`config.mk`:
```
export PLATFORM = sky130hd
export DESIGN_NAME = drive_supervision
export DESIGN_NICKNAME = d
export VERILOG_FILES = /design/src/inc/drive_sup_pkg.sv /design/src/logic/drive_supervision.sv
export SDC_FILE = /design/constraint.sdc
export NUM_CORES = 2
export LEC_CHECK = 0
export ABC_AREA = 1
export BUFFER_PORTS_ARGS = -buffer_cell sky130_fd_sc_hd__clkbuf_2
export CORE_MARGIN = 1
export CORE_UTILIZATION = 41
export CTS_CLUSTER_DIAMETER = 150
export DETAILED_ROUTE_END_ITERATION = 6
export PLACE_DENSITY_LB_ADDON = 0.12
export SYNTH_ARGS = -nofsm -noshare
export SYNTH_HDL_FRONTEND = slang
export SYNTH_SLANG_ARGS = --single-unit
```
`constraint.sdc`:
```
create_clock -name ref_clk_i -period 35.4 [get_ports ref_clk_i]
set_clock_uncertainty 0.05 [all_clocks]
set_input_delay 7.08 -clock ref_clk_i [delete_from_list [all_inputs] [get_ports ref_clk_i]]
set_output_delay 7.08 -clock ref_clk_i [all_outputs]
set_load 0.005 [all_outputs]
```
`src/inc/drive_sup_pkg.sv`:
```
// constants, register map and state types of the drive supervision block
// assumes a 250 mhz system clock and a single ahb-lite master
package drive_sup_pkg;

  // register byte offsets
  localparam logic [7:0] FREQ_CFG_OFS   = 8'h00;
  localparam logic [7:0] LOSS_CFG_OFS   = 8'h04;
  localparam logic [7:0] RST_CFG_OFS    = 8'h08;
  localparam logic [7:0] TRQ_CFG_OFS    = 8'h0c;
  localparam logic [7:0] OUT_FN_OFS     = 8'h10;
  localparam logic [7:0] CTRL_OFS       = 8'h14;
  localparam logic [7:0] STATUS_OFS     = 8'h18;

  // field positions
  localparam int FREQ_LEVEL_LSB  = 0;   // 16 bits, 0.1 hz
  localparam int FREQ_WIDTH_LSB  = 16;  // 8 bits, 0.1 hz
  localparam int LOSS_SEL_LSB    = 0;   // 1 bit
  localparam int LOSS_FALL_LSB   = 4;   // 10 bits, 0.1 %
  localparam int LOSS_TIME_LSB   = 16;  // 9 bits, ms
  localparam int RST_LIMIT_LSB   = 0;   // 4 bits
  localparam int RST_FOUT_LSB    = 4;   // 1 bit
  localparam int RST_IVL_LSB     = 16;  // 13 bits, 0.1 s
  localparam int TRQ_SEL_LSB     = 0;   // 4 bits
  localparam int TRQ_LEVEL_LSB   = 4;   // 9 bits, %
  localparam int TRQ_TIME_LSB    = 16;  // 8 bits, 0.1 s
  localparam int OUT_FN_STRIDE   = 8;   // 5-bit code per terminal
  localparam int CTRL_FRESET_LSB = 0;

  // reset values: level 30.0 hz, width 2.0 hz, fallback 80.0 %, 20 ms,
  // limit 0, fault output off, interval 10.0 s, torque off, 150 %, 0.1 s
  localparam logic [31:0] FREQ_CFG_RST = 32'h0014012c;
  localparam logic [31:0] LOSS_CFG_RST = 32'h00143200;
  localparam logic [31:0] RST_CFG_RST  = 32'h00640000;
  localparam logic [31:0] TRQ_CFG_RST  = 32'h00010960;
  localparam logic [31:0] OUT_FN_RST   = 32'h00000000;

  // multi-function output codes
  localparam logic [4:0] FN_FREQ_AGREE   = 5'h02;
  localparam logic [4:0] FN_USER_AGREE   = 5'h03;
  localparam logic [4:0] FN_CMD_LOSS     = 5'h09;
  localparam logic [4:0] FN_FAULT        = 5'h0b;
  localparam logic [4:0] FN_RESTART      = 5'h0e;
  localparam logic [4:0] FN_FREQ_DET1    = 5'h10;
  localparam logic [4:0] FN_FREQ_DET2    = 5'h11;
  localparam logic [4:0] FN_TORQUE1      = 5'h12;
  localparam logic [4:0] FN_TORQUE2      = 5'h14;

  // limits and timing
  localparam int unsigned CLK_HZ         = 250_000_000;
  localparam int unsigned MS_PER_S       = 1000;
  localparam int unsigned TICK_MS_CYCLES = CLK_HZ / MS_PER_S;
  localparam int unsigned TENTH_MS       = 100;     // ms per 0.1 s step
  localparam int unsigned OK_RUN_MIN     = 10;      // minutes of clean running
  localparam logic [12:0] OK_RUN_TENTHS  = 13'(OK_RUN_MIN * 60 * 10);
  localparam logic [8:0]  LOSS_TIME_MIN  = 9'd20;
  localparam logic [8:0]  LOSS_TIME_MAX  = 9'd400;
  localparam logic [3:0]  RST_LIMIT_MAX  = 4'd10;
  localparam logic [12:0] RST_IVL_MIN    = 13'd5;
  localparam logic [3:0]  TRQ_SEL_MAX    = 4'd8;
  localparam logic [9:0]  TRQ_HYST_PCT   = 10'd10;
  localparam logic [15:0] LOSS_NUM       = 16'd9;    // 90 % as 9 / 10
  localparam logic [15:0] LOSS_DEN       = 16'd10;
  localparam logic [25:0] PERMILLE       = 26'd1000;
  localparam int          NUM_TERMS      = 4;

  typedef enum logic [1:0] {RS_RUN, RS_WAIT, RS_DIAG, RS_LOCK} restart_state_e;

endpackage

```
`src/logic/drive_supervision.sv`:
```
// drive supervision: frequency detection, command loss, fault restart, torque detection
// assumes all measurement and fault inputs come from logic on ref_clk_i,
// one ahb-lite master, and a later stage that honours drive_en_o and freq_ref_o
`timescale 1ns/100ps
module drive_supervision
  import drive_sup_pkg::*;
#(
  parameter int unsigned MS_CYCLES = TICK_MS_CYCLES
) (
  input  wire logic        ref_clk_i,
  input  wire logic        rst_n_i,
  input  wire logic        hsel_i,
  input  wire logic [31:0] haddr_i,
  input  wire logic [1:0]  htrans_i,
  input  wire logic        hwrite_i,
  input  wire logic [2:0]  hsize_i,
  input  wire logic [31:0] hwdata_i,
  input  wire logic        hready_i,
  output logic             hreadyout_o,
  output logic             hresp_o,
  output logic [31:0]      hrdata_o,
  input  wire logic        run_cmd_i,
  input  wire logic [15:0] out_freq_i,
  input  wire logic [15:0] freq_cmd_i,
  input  wire logic [15:0] max_output_freq_i,
  input  wire logic [15:0] motor2_max_output_freq_i,
  input  wire logic        motor2_active_i,
  input  wire logic [15:0] freq_cmd_upper_limit_i,
  input  wire logic [11:0] analog_in_first_i,
  input  wire logic [11:0] analog_in_second_i,
  input  wire logic        cmd_from_second_i,
  input  wire logic [12:0] restart_fault_i,
  input  wire logic        other_fault_i,
  input  wire logic        selftest_ok_i,
  input  wire logic        vector_method_i,
  input  wire logic [8:0]  current_pct_i,
  input  wire logic [8:0]  torque_pct_i,
  input  wire logic        torque_level_analog_en_i,
  input  wire logic [8:0]  torque_level_analog_i,
  input  wire logic        torque_ch2_i,
  output logic [3:0]       term_o,
  output logic [15:0]      freq_ref_o,
  output logic             drive_en_o,
  output logic             run_o,
  output logic             speed_search_o,
  output logic             lockout_o
);

  typedef struct packed {
    logic           wr_pend;
    logic [7:0]     wr_addr;
    logic [31:0]    rdata;
    logic [31:0]    freq_cfg;
    logic [31:0]    loss_cfg;
    logic [31:0]    rst_cfg;
    logic [31:0]    trq_cfg;
    logic [31:0]    out_fn;
    logic [17:0]    ms_cnt;
    logic [6:0]     tenth_cnt;
    logic [11:0]    cmd_ref;
    logic [8:0]     win_cnt;
    logic           loss;
    restart_state_e rs;
    logic [3:0]     attempts;
    logic [12:0]    ivl_cnt;
    logic [12:0]    ok_cnt;
    logic           after_restart;
    logic           search;
    logic [13:0]    trq_cnt;
    logic           trq_det;
    logic [3:0]     term;
    logic [15:0]    freq_ref;
    logic           drive_en;
    logic           run;
  } state_s;

  state_s r_reg;
  state_s r_next;

  // decoded configuration fields
  logic [15:0] det_level;
  logic [15:0] det_width;
  logic        loss_sel;
  logic [9:0]  fall_pct;
  logic [8:0]  loss_time;
  logic [3:0]  rst_limit;
  logic        fault_out_en;
  logic [12:0] rst_ivl;
  logic [3:0]  trq_sel;
  logic [8:0]  trq_level;
  logic [7:0]  trq_time;

  assign det_level    = r_reg.freq_cfg[FREQ_LEVEL_LSB +: 16];
  assign det_width    = {8'h00, r_reg.freq_cfg[FREQ_WIDTH_LSB +: 8]};
  assign loss_sel     = r_reg.loss_cfg[LOSS_SEL_LSB];
  assign fall_pct     = r_reg.loss_cfg[LOSS_FALL_LSB +: 10];
  assign rst_limit    = r_reg.rst_cfg[RST_LIMIT_LSB +: 4];
  assign fault_out_en = r_reg.rst_cfg[RST_FOUT_LSB];
  assign trq_sel      = r_reg.trq_cfg[TRQ_SEL_LSB +: 4];
  assign trq_time     = r_reg.trq_cfg[TRQ_TIME_LSB +: 8];

  // out-of-range settings are clamped here rather than refused at write
  assign loss_time = (r_reg.loss_cfg[LOSS_TIME_LSB +: 9] < LOSS_TIME_MIN) ? LOSS_TIME_MIN :
                     (r_reg.loss_cfg[LOSS_TIME_LSB +: 9] > LOSS_TIME_MAX) ? LOSS_TIME_MAX :
                     r_reg.loss_cfg[LOSS_TIME_LSB +: 9];
  assign rst_ivl   = (r_reg.rst_cfg[RST_IVL_LSB +: 13] < RST_IVL_MIN) ? RST_IVL_MIN :
                     r_reg.rst_cfg[RST_IVL_LSB +: 13];
  // analog override of the channel 1 level
  assign trq_level = torque_level_analog_en_i ? torque_level_analog_i :
                     r_reg.trq_cfg[TRQ_LEVEL_LSB +: 9];

  // derived combinational terms
  logic        ms_tick;
  logic        tenth_tick;
  logic [15:0] act_max;
  logic [15:0] lvl_limit;
  logic [15:0] lvl_eff;
  logic [15:0] band_diff;
  logic        in_band;
  logic [11:0] analog_cmd;
  logic        below_90;
  logic [15:0] fallback;
  logic [8:0]  trq_meas;
  logic        trq_over;
  logic        trq_agree_mode;
  logic        trq_fault_mode;
  logic        trq_enabled;
  logic        trq_past;
  logic        trq_released;
  logic        trq_fault;
  logic        restartable;
  logic        fault_reset;
  logic        restart_active;
  logic        addr_ok;

  assign ms_tick    = (r_reg.ms_cnt == 18'(MS_CYCLES - 1));
  assign tenth_tick = ms_tick && (r_reg.tenth_cnt == 7'(TENTH_MS - 1));

  // level clamp against the active maximum and the command upper limit
  assign act_max   = motor2_active_i ? motor2_max_output_freq_i : max_output_freq_i;
  assign lvl_limit = (act_max < freq_cmd_upper_limit_i) ? act_max : freq_cmd_upper_limit_i;
  assign lvl_eff   = (det_level > lvl_limit) ? lvl_limit : det_level;
  assign band_diff = (out_freq_i >= lvl_eff) ? out_freq_i - lvl_eff : lvl_eff - out_freq_i;
  assign in_band   = (band_diff <= det_width);

  // command loss compares against the value held at the last window edge
  assign analog_cmd = cmd_from_second_i ? analog_in_second_i : analog_in_first_i;
  assign below_90   = ({4'h0, analog_cmd} * LOSS_DEN) < ({4'h0, r_reg.cmd_ref} * LOSS_NUM);
  assign fallback   = 16'(({10'h000, act_max} * {16'h0000, fall_pct}) / PERMILLE);

  // torque channel 1 decode: 1-4 over, 5-8 under; odd at agree; 3,4,7,8 fault
  assign trq_meas       = vector_method_i ? torque_pct_i : current_pct_i;
  assign trq_over       = (trq_sel <= 4'd4);
  assign trq_agree_mode = trq_sel[0];
  assign trq_fault_mode = (trq_sel == 4'd3) || (trq_sel == 4'd4) ||
                          (trq_sel == 4'd7) || (trq_sel == 4'd8);
  assign trq_enabled    = (trq_sel != 4'd0) && (trq_sel <= TRQ_SEL_MAX) && run_cmd_i &&
                          (r_reg.rs == RS_RUN) && (!trq_agree_mode || out_freq_i == freq_cmd_i);
  assign trq_past       = trq_over ? (trq_meas > trq_level) : (trq_meas < trq_level);
  assign trq_released   = trq_over ? ({1'b0, trq_meas} + TRQ_HYST_PCT < {1'b0, trq_level}) :
                          ({1'b0, trq_meas} > {1'b0, trq_level} + TRQ_HYST_PCT);
  assign trq_fault      = r_reg.trq_det && trq_fault_mode;

  assign restartable    = (|restart_fault_i) || trq_fault;
  assign restart_active = (r_reg.rs == RS_WAIT) || (r_reg.rs == RS_DIAG);
  assign fault_reset    = r_reg.wr_pend && (r_reg.wr_addr == CTRL_OFS) && hwdata_i[CTRL_FRESET_LSB];
  assign addr_ok        = hsel_i && htrans_i[1] && hready_i;

  // whole next-state computation in one place
  always_comb begin
    r_next        = r_reg;
    r_next.search = 1'b0;

    // ahb data phase: write the register latched in the address phase
    r_next.wr_pend = addr_ok && hwrite_i;
    r_next.wr_addr = haddr_i[7:0];
    if (r_reg.wr_pend) begin
      case (r_reg.wr_addr)
        FREQ_CFG_OFS: r_next.freq_cfg = hwdata_i;
        LOSS_CFG_OFS: r_next.loss_cfg = hwdata_i;
        RST_CFG_OFS:  r_next.rst_cfg  = hwdata_i;
        TRQ_CFG_OFS:  r_next.trq_cfg  = hwdata_i;
        OUT_FN_OFS:   r_next.out_fn   = hwdata_i;
        default:      r_next.rdata    = r_reg.rdata;   // ctrl and unmapped hold nothing
      endcase
    end
    // read data captured in the address phase; unmapped reads give zero
    if (addr_ok && !hwrite_i) begin
      case (haddr_i[7:0])
        FREQ_CFG_OFS: r_next.rdata = r_reg.freq_cfg;
        LOSS_CFG_OFS: r_next.rdata = r_reg.loss_cfg;
        RST_CFG_OFS:  r_next.rdata = r_reg.rst_cfg;
        TRQ_CFG_OFS:  r_next.rdata = r_reg.trq_cfg;
        OUT_FN_OFS:   r_next.rdata = r_reg.out_fn;
        STATUS_OFS:   r_next.rdata = {16'h0000, r_reg.attempts, 2'(r_reg.rs), r_reg.trq_det,
                                      r_reg.loss, 4'h0, r_reg.after_restart, restart_active,
                                      r_reg.run, r_reg.drive_en};
        default:      r_next.rdata = 32'h00000000;
      endcase
    end

    // millisecond and tenth-second enables
    r_next.ms_cnt = ms_tick ? 18'h00000 : r_reg.ms_cnt + 18'h00001;
    if (ms_tick) begin
      r_next.tenth_cnt = tenth_tick ? 7'h00 : r_reg.tenth_cnt + 7'h01;
    end

    // command loss: reference refreshed each window while the command is healthy
    if (!r_reg.loss) begin
      if (below_90) begin
        r_next.loss    = 1'b1;
        r_next.win_cnt = 9'h000;
      end else if (ms_tick) begin
        if (r_reg.win_cnt >= loss_time - 9'h001) begin
          r_next.win_cnt = 9'h000;
          r_next.cmd_ref = analog_cmd;
        end else begin
          r_next.win_cnt = r_reg.win_cnt + 9'h001;
        end
      end
    end else if (!below_90) begin
      r_next.loss    = 1'b0;
      r_next.cmd_ref = analog_cmd;
    end

    // torque channel 1: timer held in the dead band, cleared on release
    if (!trq_enabled) begin
      r_next.trq_cnt = 14'h0000;
      r_next.trq_det = 1'b0;
    end else if (trq_released) begin
      r_next.trq_cnt = 14'h0000;
      r_next.trq_det = 1'b0;
    end else if (trq_past && !r_reg.trq_det) begin
      if (r_reg.trq_cnt >= 14'(trq_time) * 14'(TENTH_MS)) begin
        r_next.trq_det = 1'b1;
      end else if (ms_tick) begin
        r_next.trq_cnt = r_reg.trq_cnt + 14'h0001;
      end
    end

    // fault restart sequencer
    case (r_reg.rs)
      RS_RUN: begin
        if (r_reg.after_restart && r_reg.run && tenth_tick) begin
          if (r_reg.ok_cnt >= OK_RUN_TENTHS - 13'h0001) begin
            r_next.attempts      = 4'h0;
            r_next.after_restart = 1'b0;
          end else begin
            r_next.ok_cnt = r_reg.ok_cnt + 13'h0001;
          end
        end
        if (other_fault_i || (restartable && !run_cmd_i)) begin
          r_next.rs = RS_LOCK;
        end else if (restartable) begin
          if (r_reg.attempts >= rst_limit || r_reg.attempts >= RST_LIMIT_MAX) begin
            r_next.rs = RS_LOCK;
          end else begin
            r_next.rs      = RS_WAIT;
            r_next.ivl_cnt = 13'h0000;
          end
        end
      end
      RS_WAIT: begin
        if (tenth_tick) begin
          if (r_reg.ivl_cnt >= rst_ivl - 13'h0001) begin
            r_next.rs = RS_DIAG;
          end else begin
            r_next.ivl_cnt = r_reg.ivl_cnt + 13'h0001;
          end
        end
      end
      RS_DIAG: begin
        // self-diagnosis passes only with every fault source gone
        if (selftest_ok_i && !(|restart_fault_i) && !other_fault_i) begin
          r_next.rs            = RS_RUN;
          r_next.attempts      = r_reg.attempts + 4'h1;
          r_next.search        = 1'b1;
          r_next.after_restart = 1'b1;
          r_next.ok_cnt        = 13'h0000;
        end else begin
          r_next.rs = RS_LOCK;
        end
      end
      RS_LOCK: r_next.rs = RS_LOCK;
      default: r_next.rs = RS_LOCK;
    endcase
    // manual reset releases the lock and clears the attempt count
    if (fault_reset) begin
      r_next.rs            = RS_RUN;
      r_next.attempts      = 4'h0;
      r_next.after_restart = 1'b0;
      r_next.ok_cnt        = 13'h0000;
    end

    // drive command outputs
    r_next.drive_en = (r_next.rs == RS_RUN) && !(r_reg.loss && !loss_sel) && !trq_fault;
    r_next.run      = r_next.drive_en && run_cmd_i;
    r_next.freq_ref = (r_reg.loss && loss_sel) ? fallback : freq_cmd_i;

    // multi-function terminals, each picking its function code
    for (int i = 0; i < NUM_TERMS; i++) begin
      case (r_reg.out_fn[i*OUT_FN_STRIDE +: 5])
        FN_FREQ_AGREE, FN_USER_AGREE,
        FN_FREQ_DET1, FN_FREQ_DET2: r_next.term[i] = in_band;
        FN_CMD_LOSS:  r_next.term[i] = r_reg.loss;
        FN_FAULT:     r_next.term[i] = (r_reg.rs == RS_LOCK) ||
                                       (restart_active && fault_out_en);
        FN_RESTART:   r_next.term[i] = restart_active;
        FN_TORQUE1:   r_next.term[i] = r_reg.trq_det;
        FN_TORQUE2:   r_next.term[i] = torque_ch2_i;
        default:      r_next.term[i] = 1'b0;
      endcase
    end
  end

  // single state register; reset doubles as power-up clear of the counter
  always_ff @(posedge ref_clk_i) begin
    if (!rst_n_i) begin
      r_reg          <= '0;
      r_reg.freq_cfg <= FREQ_CFG_RST;
      r_reg.loss_cfg <= LOSS_CFG_RST;
      r_reg.rst_cfg  <= RST_CFG_RST;
      r_reg.trq_cfg  <= TRQ_CFG_RST;
      r_reg.out_fn   <= OUT_FN_RST;
      r_reg.rs       <= RS_RUN;
    end else begin
      r_reg <= r_next;
    end
  end

  assign hreadyout_o    = 1'b1;   // zero wait states
  assign hresp_o        = 1'b0;   // always okay
  assign hrdata_o       = r_reg.rdata;
  assign term_o         = r_reg.term;
  assign freq_ref_o     = r_reg.freq_ref;
  assign drive_en_o     = r_reg.drive_en;
  assign run_o          = r_reg.run;
  assign speed_search_o = r_reg.search;
  assign lockout_o      = (r_reg.rs == RS_LOCK);
endmodule

```
==> reports/qor.yml <==
synthesis:
  synth-seq-cells: 319
  yosys-top-cells-area: "dfxtp_1 (21%), ha_1 (12%), nand2_1 (9.8%)"
  synth_top_area_share_pct: 20.7
  synthFlopType: "dfxtp_1"
  synth-seq-area-share_pct: 20.7
  yosys.area.top_type: "dfxtp_1"
  syn_inst: 4487
  synth-edff-count: 0
  synth_most_common_cell: "nand2_1"
  syn_area_per_cell_um2: 6.89
  yosys-top-cells-count: "nand2_1 (810), inv_1 (674), nor2_1 (408)"
  syn_area_um2: 30900
  synth_nets: 5122
  ys_async_sr_fraction_pct: 0
  synthDistinctLibCells: 80
  yosysWarnings: 0
die:
  rows: 100
  die_y_um: 277
  start_util_pct: 41.5
  io-pin-count: 284
  dieArea_um2: 76500
  core_area_um2: 74600
  die_x_um: 277
cts:
  clock_path_buffers: 3
  postCtsResizedCells: 0
  cts_setup_buffers: 0
  htree_levels: 2
  cts_sinks: 319
  cts_tree: "built"
  holdBufCountCts: 0
  clkLatencyLatePin_ns: 0.59
  cts_root_buf: "clkbuf_16"
  numCtsBuffers: 40
  path_clk_slew_ns: 0.06
worst_hold_path:
  min_path_cells: 1
  hp-class: "flop to flop"
  min_to: "r_reg[100]$_SDFF_PP0_"
  worstHoldStart: "r_reg[100]$_SDFF_PP0_"
critical_path:
  crit_arrival_ns: 21.87
  critPathKind: "input pin to flop"
  crit_required_ns: 35.85
  ff2ff_path_depth: 94
  slowest_stage: "o21ai_0"
  r2r_setup_slack_ns: 20.80
  r2r-end: "freq_ref_o[0]$_SDFF_PN0_"
  crit_path_end_kind: "flop"
  path_max_fanout: 32
  cp-start-kind: "input pin"
  startpoint: "motor2_active_i"
  max_stage_delay_ns: 0.72
  reg2reg_from: "fall_pct[8]$_SDFFE_PN1P_"
  critPathMostFrequentCell: "nand2_1"
drt:
  first_iter_violations: 2119
  drc: 0
  detail_route.wl_per_cell_um: 16.7
  routed_via_density: 5.15
  ant_nets: 0
  dr_total_vias: 29089
  first_pass_iters: 6
  wl_mm: 94.1
outcome:
  status: "finished, final reports clean"
timing:
  rsz0062_at_grt: "no"
  tightest_slew_ns: 1.09
  fin_crit_sh_pct: 60.5
  timing.final.crit_period_ns: 21.42
  setup_viol_count_final: 0
  max_freq_mhz: 46.7
  slew_headroom_pct: 27.4
  finalHoldViolCount: 0
  slew_violations: 0
  tns_ns: 0
global_route:
  grt_max_degree: 84
  grt_usage_pct: 24.4
  globalRouteOverflowTotal: 0
  antenna_found_initial: 2
  grt_pass1_vias: 27032
  grt_pass1_wl_mm: 149
cells_and_area:
  area_growth_pct: 10.3
  largest_reg_flops: 228
  drive_gt1_share_pct: 14.7
  fillers: 7817
  nets: 5285
place:
  gp_congestion: 0.911
  dpl.hpwl_mm: 75.1
  io_buffer_count: 253
job:
  maxCapViolCount: 0
## worst max-delay path by stage
stage / slack, ns / endpoint / depth (start not counted)
2_1_floorplan: 15.80 / freq_ref_o[0]$_SDFF_PN0_ / 104
3_3_place_gp: 13.46 / freq_ref_o[1]$_SDFF_PN0_ / 96
4_1_cts: 13.96 / freq_ref_o[0]$_SDFF_PN0_ / 99
6_report: 13.98 / freq_ref_o[0]$_SDFF_PN0_ / 95
3_5_place_dp: 13.38 / freq_ref_o[0]$_SDFF_PN0_ / 99
5_1_grt: 12.36 / freq_ref_o[0]$_SDFF_PN0_ / 103
## layout make-up
type	count	area, um2	area share (%)
diodes	3	7.51	0.0220
multi-input cells	3266	20900	61.4
clock inverters	13	174	0.510
well taps	969	1210	3.55
clock buffers	52	1100	3.21
repair buffers	287	1520	4.47
inverters	736	2780	8.14
flip-flops and latches	319	6390	18.7
## through the flow
stage / hold WS, ns / setup WS [ns] / util [%] / instance area [um2] / cells
2_1_floorplan: 0.368 / 15.80 / - / 30900 / 4487
3_3_place_gp: 0.385 / 13.46 / 44.0 / 32800 / 5577
3_5_place_dp: 0.390 / 13.38 / 44.0 / 32800 / 5577
4_1_cts: 0.398 / 13.96 / 45.7 / 34100 / 5642
5_1_grt: 0.418 / 12.36 / 45.7 / 34100 / 5643
6_report: 0.394 / 13.98 / 45.7 / 34100 / 5645
## cell families after synthesis
family                     Yosys count  share of synthesized area, %
other                                2                        0.0243
DFF                                319                          20.7
buffers and inverters              902                          11.7
and+or+nand+nor                   1820                          27.4
adders and majority gates          409                          19.4
AOI/OAI and AO/OA                  901                          16.9
muxes                               19                         0.676
xor gates and xnor gates           115                          3.28
## layer usage
layer,wire length [um],global-route usage [%],vias to the layer above
met5,0,0,-
met4,1900,5.06,0
met3,5180,2.82,93
met2,41500,39.2,722
met1,45600,34.9,13374
li1,-,-,14900
## cells in the final DEF, fill, tap and decap left out, types with 33 or more instances in the layout
cell       Yosys  routed
ha_1         292     292
clkbuf_2       0     252
buf_4         54      35
o21ai_0      316     316
inv_2         44      44
xor2_1        82      82
nand2_4       40      40
nand3_1      207     207
a21oi_1      335     335
o211ai_1      36      36
nor2_1       408     404
clkbuf_16      0      40
nand3_2       33      33
fa_1         117     117
nand4_1       44      44
nand2_1      810     809
nor2_2        32      36
nor3_1        70      70
inv_1        674     674
dfxtp_1      319     319
nand2_2      115     116
## worst max-delay path, delay by kind of cell
family,cells,cell delay (ns)
simple gates,66,6.96
fa+ha+maj,6,2.80
compound gates,12,2.66
buf+inv,8,1.44
xor+xnor,3,0.90
Power is not shown: default switching activity piles up to over one toggle a cycle in this logic, so the estimate is an artifact.
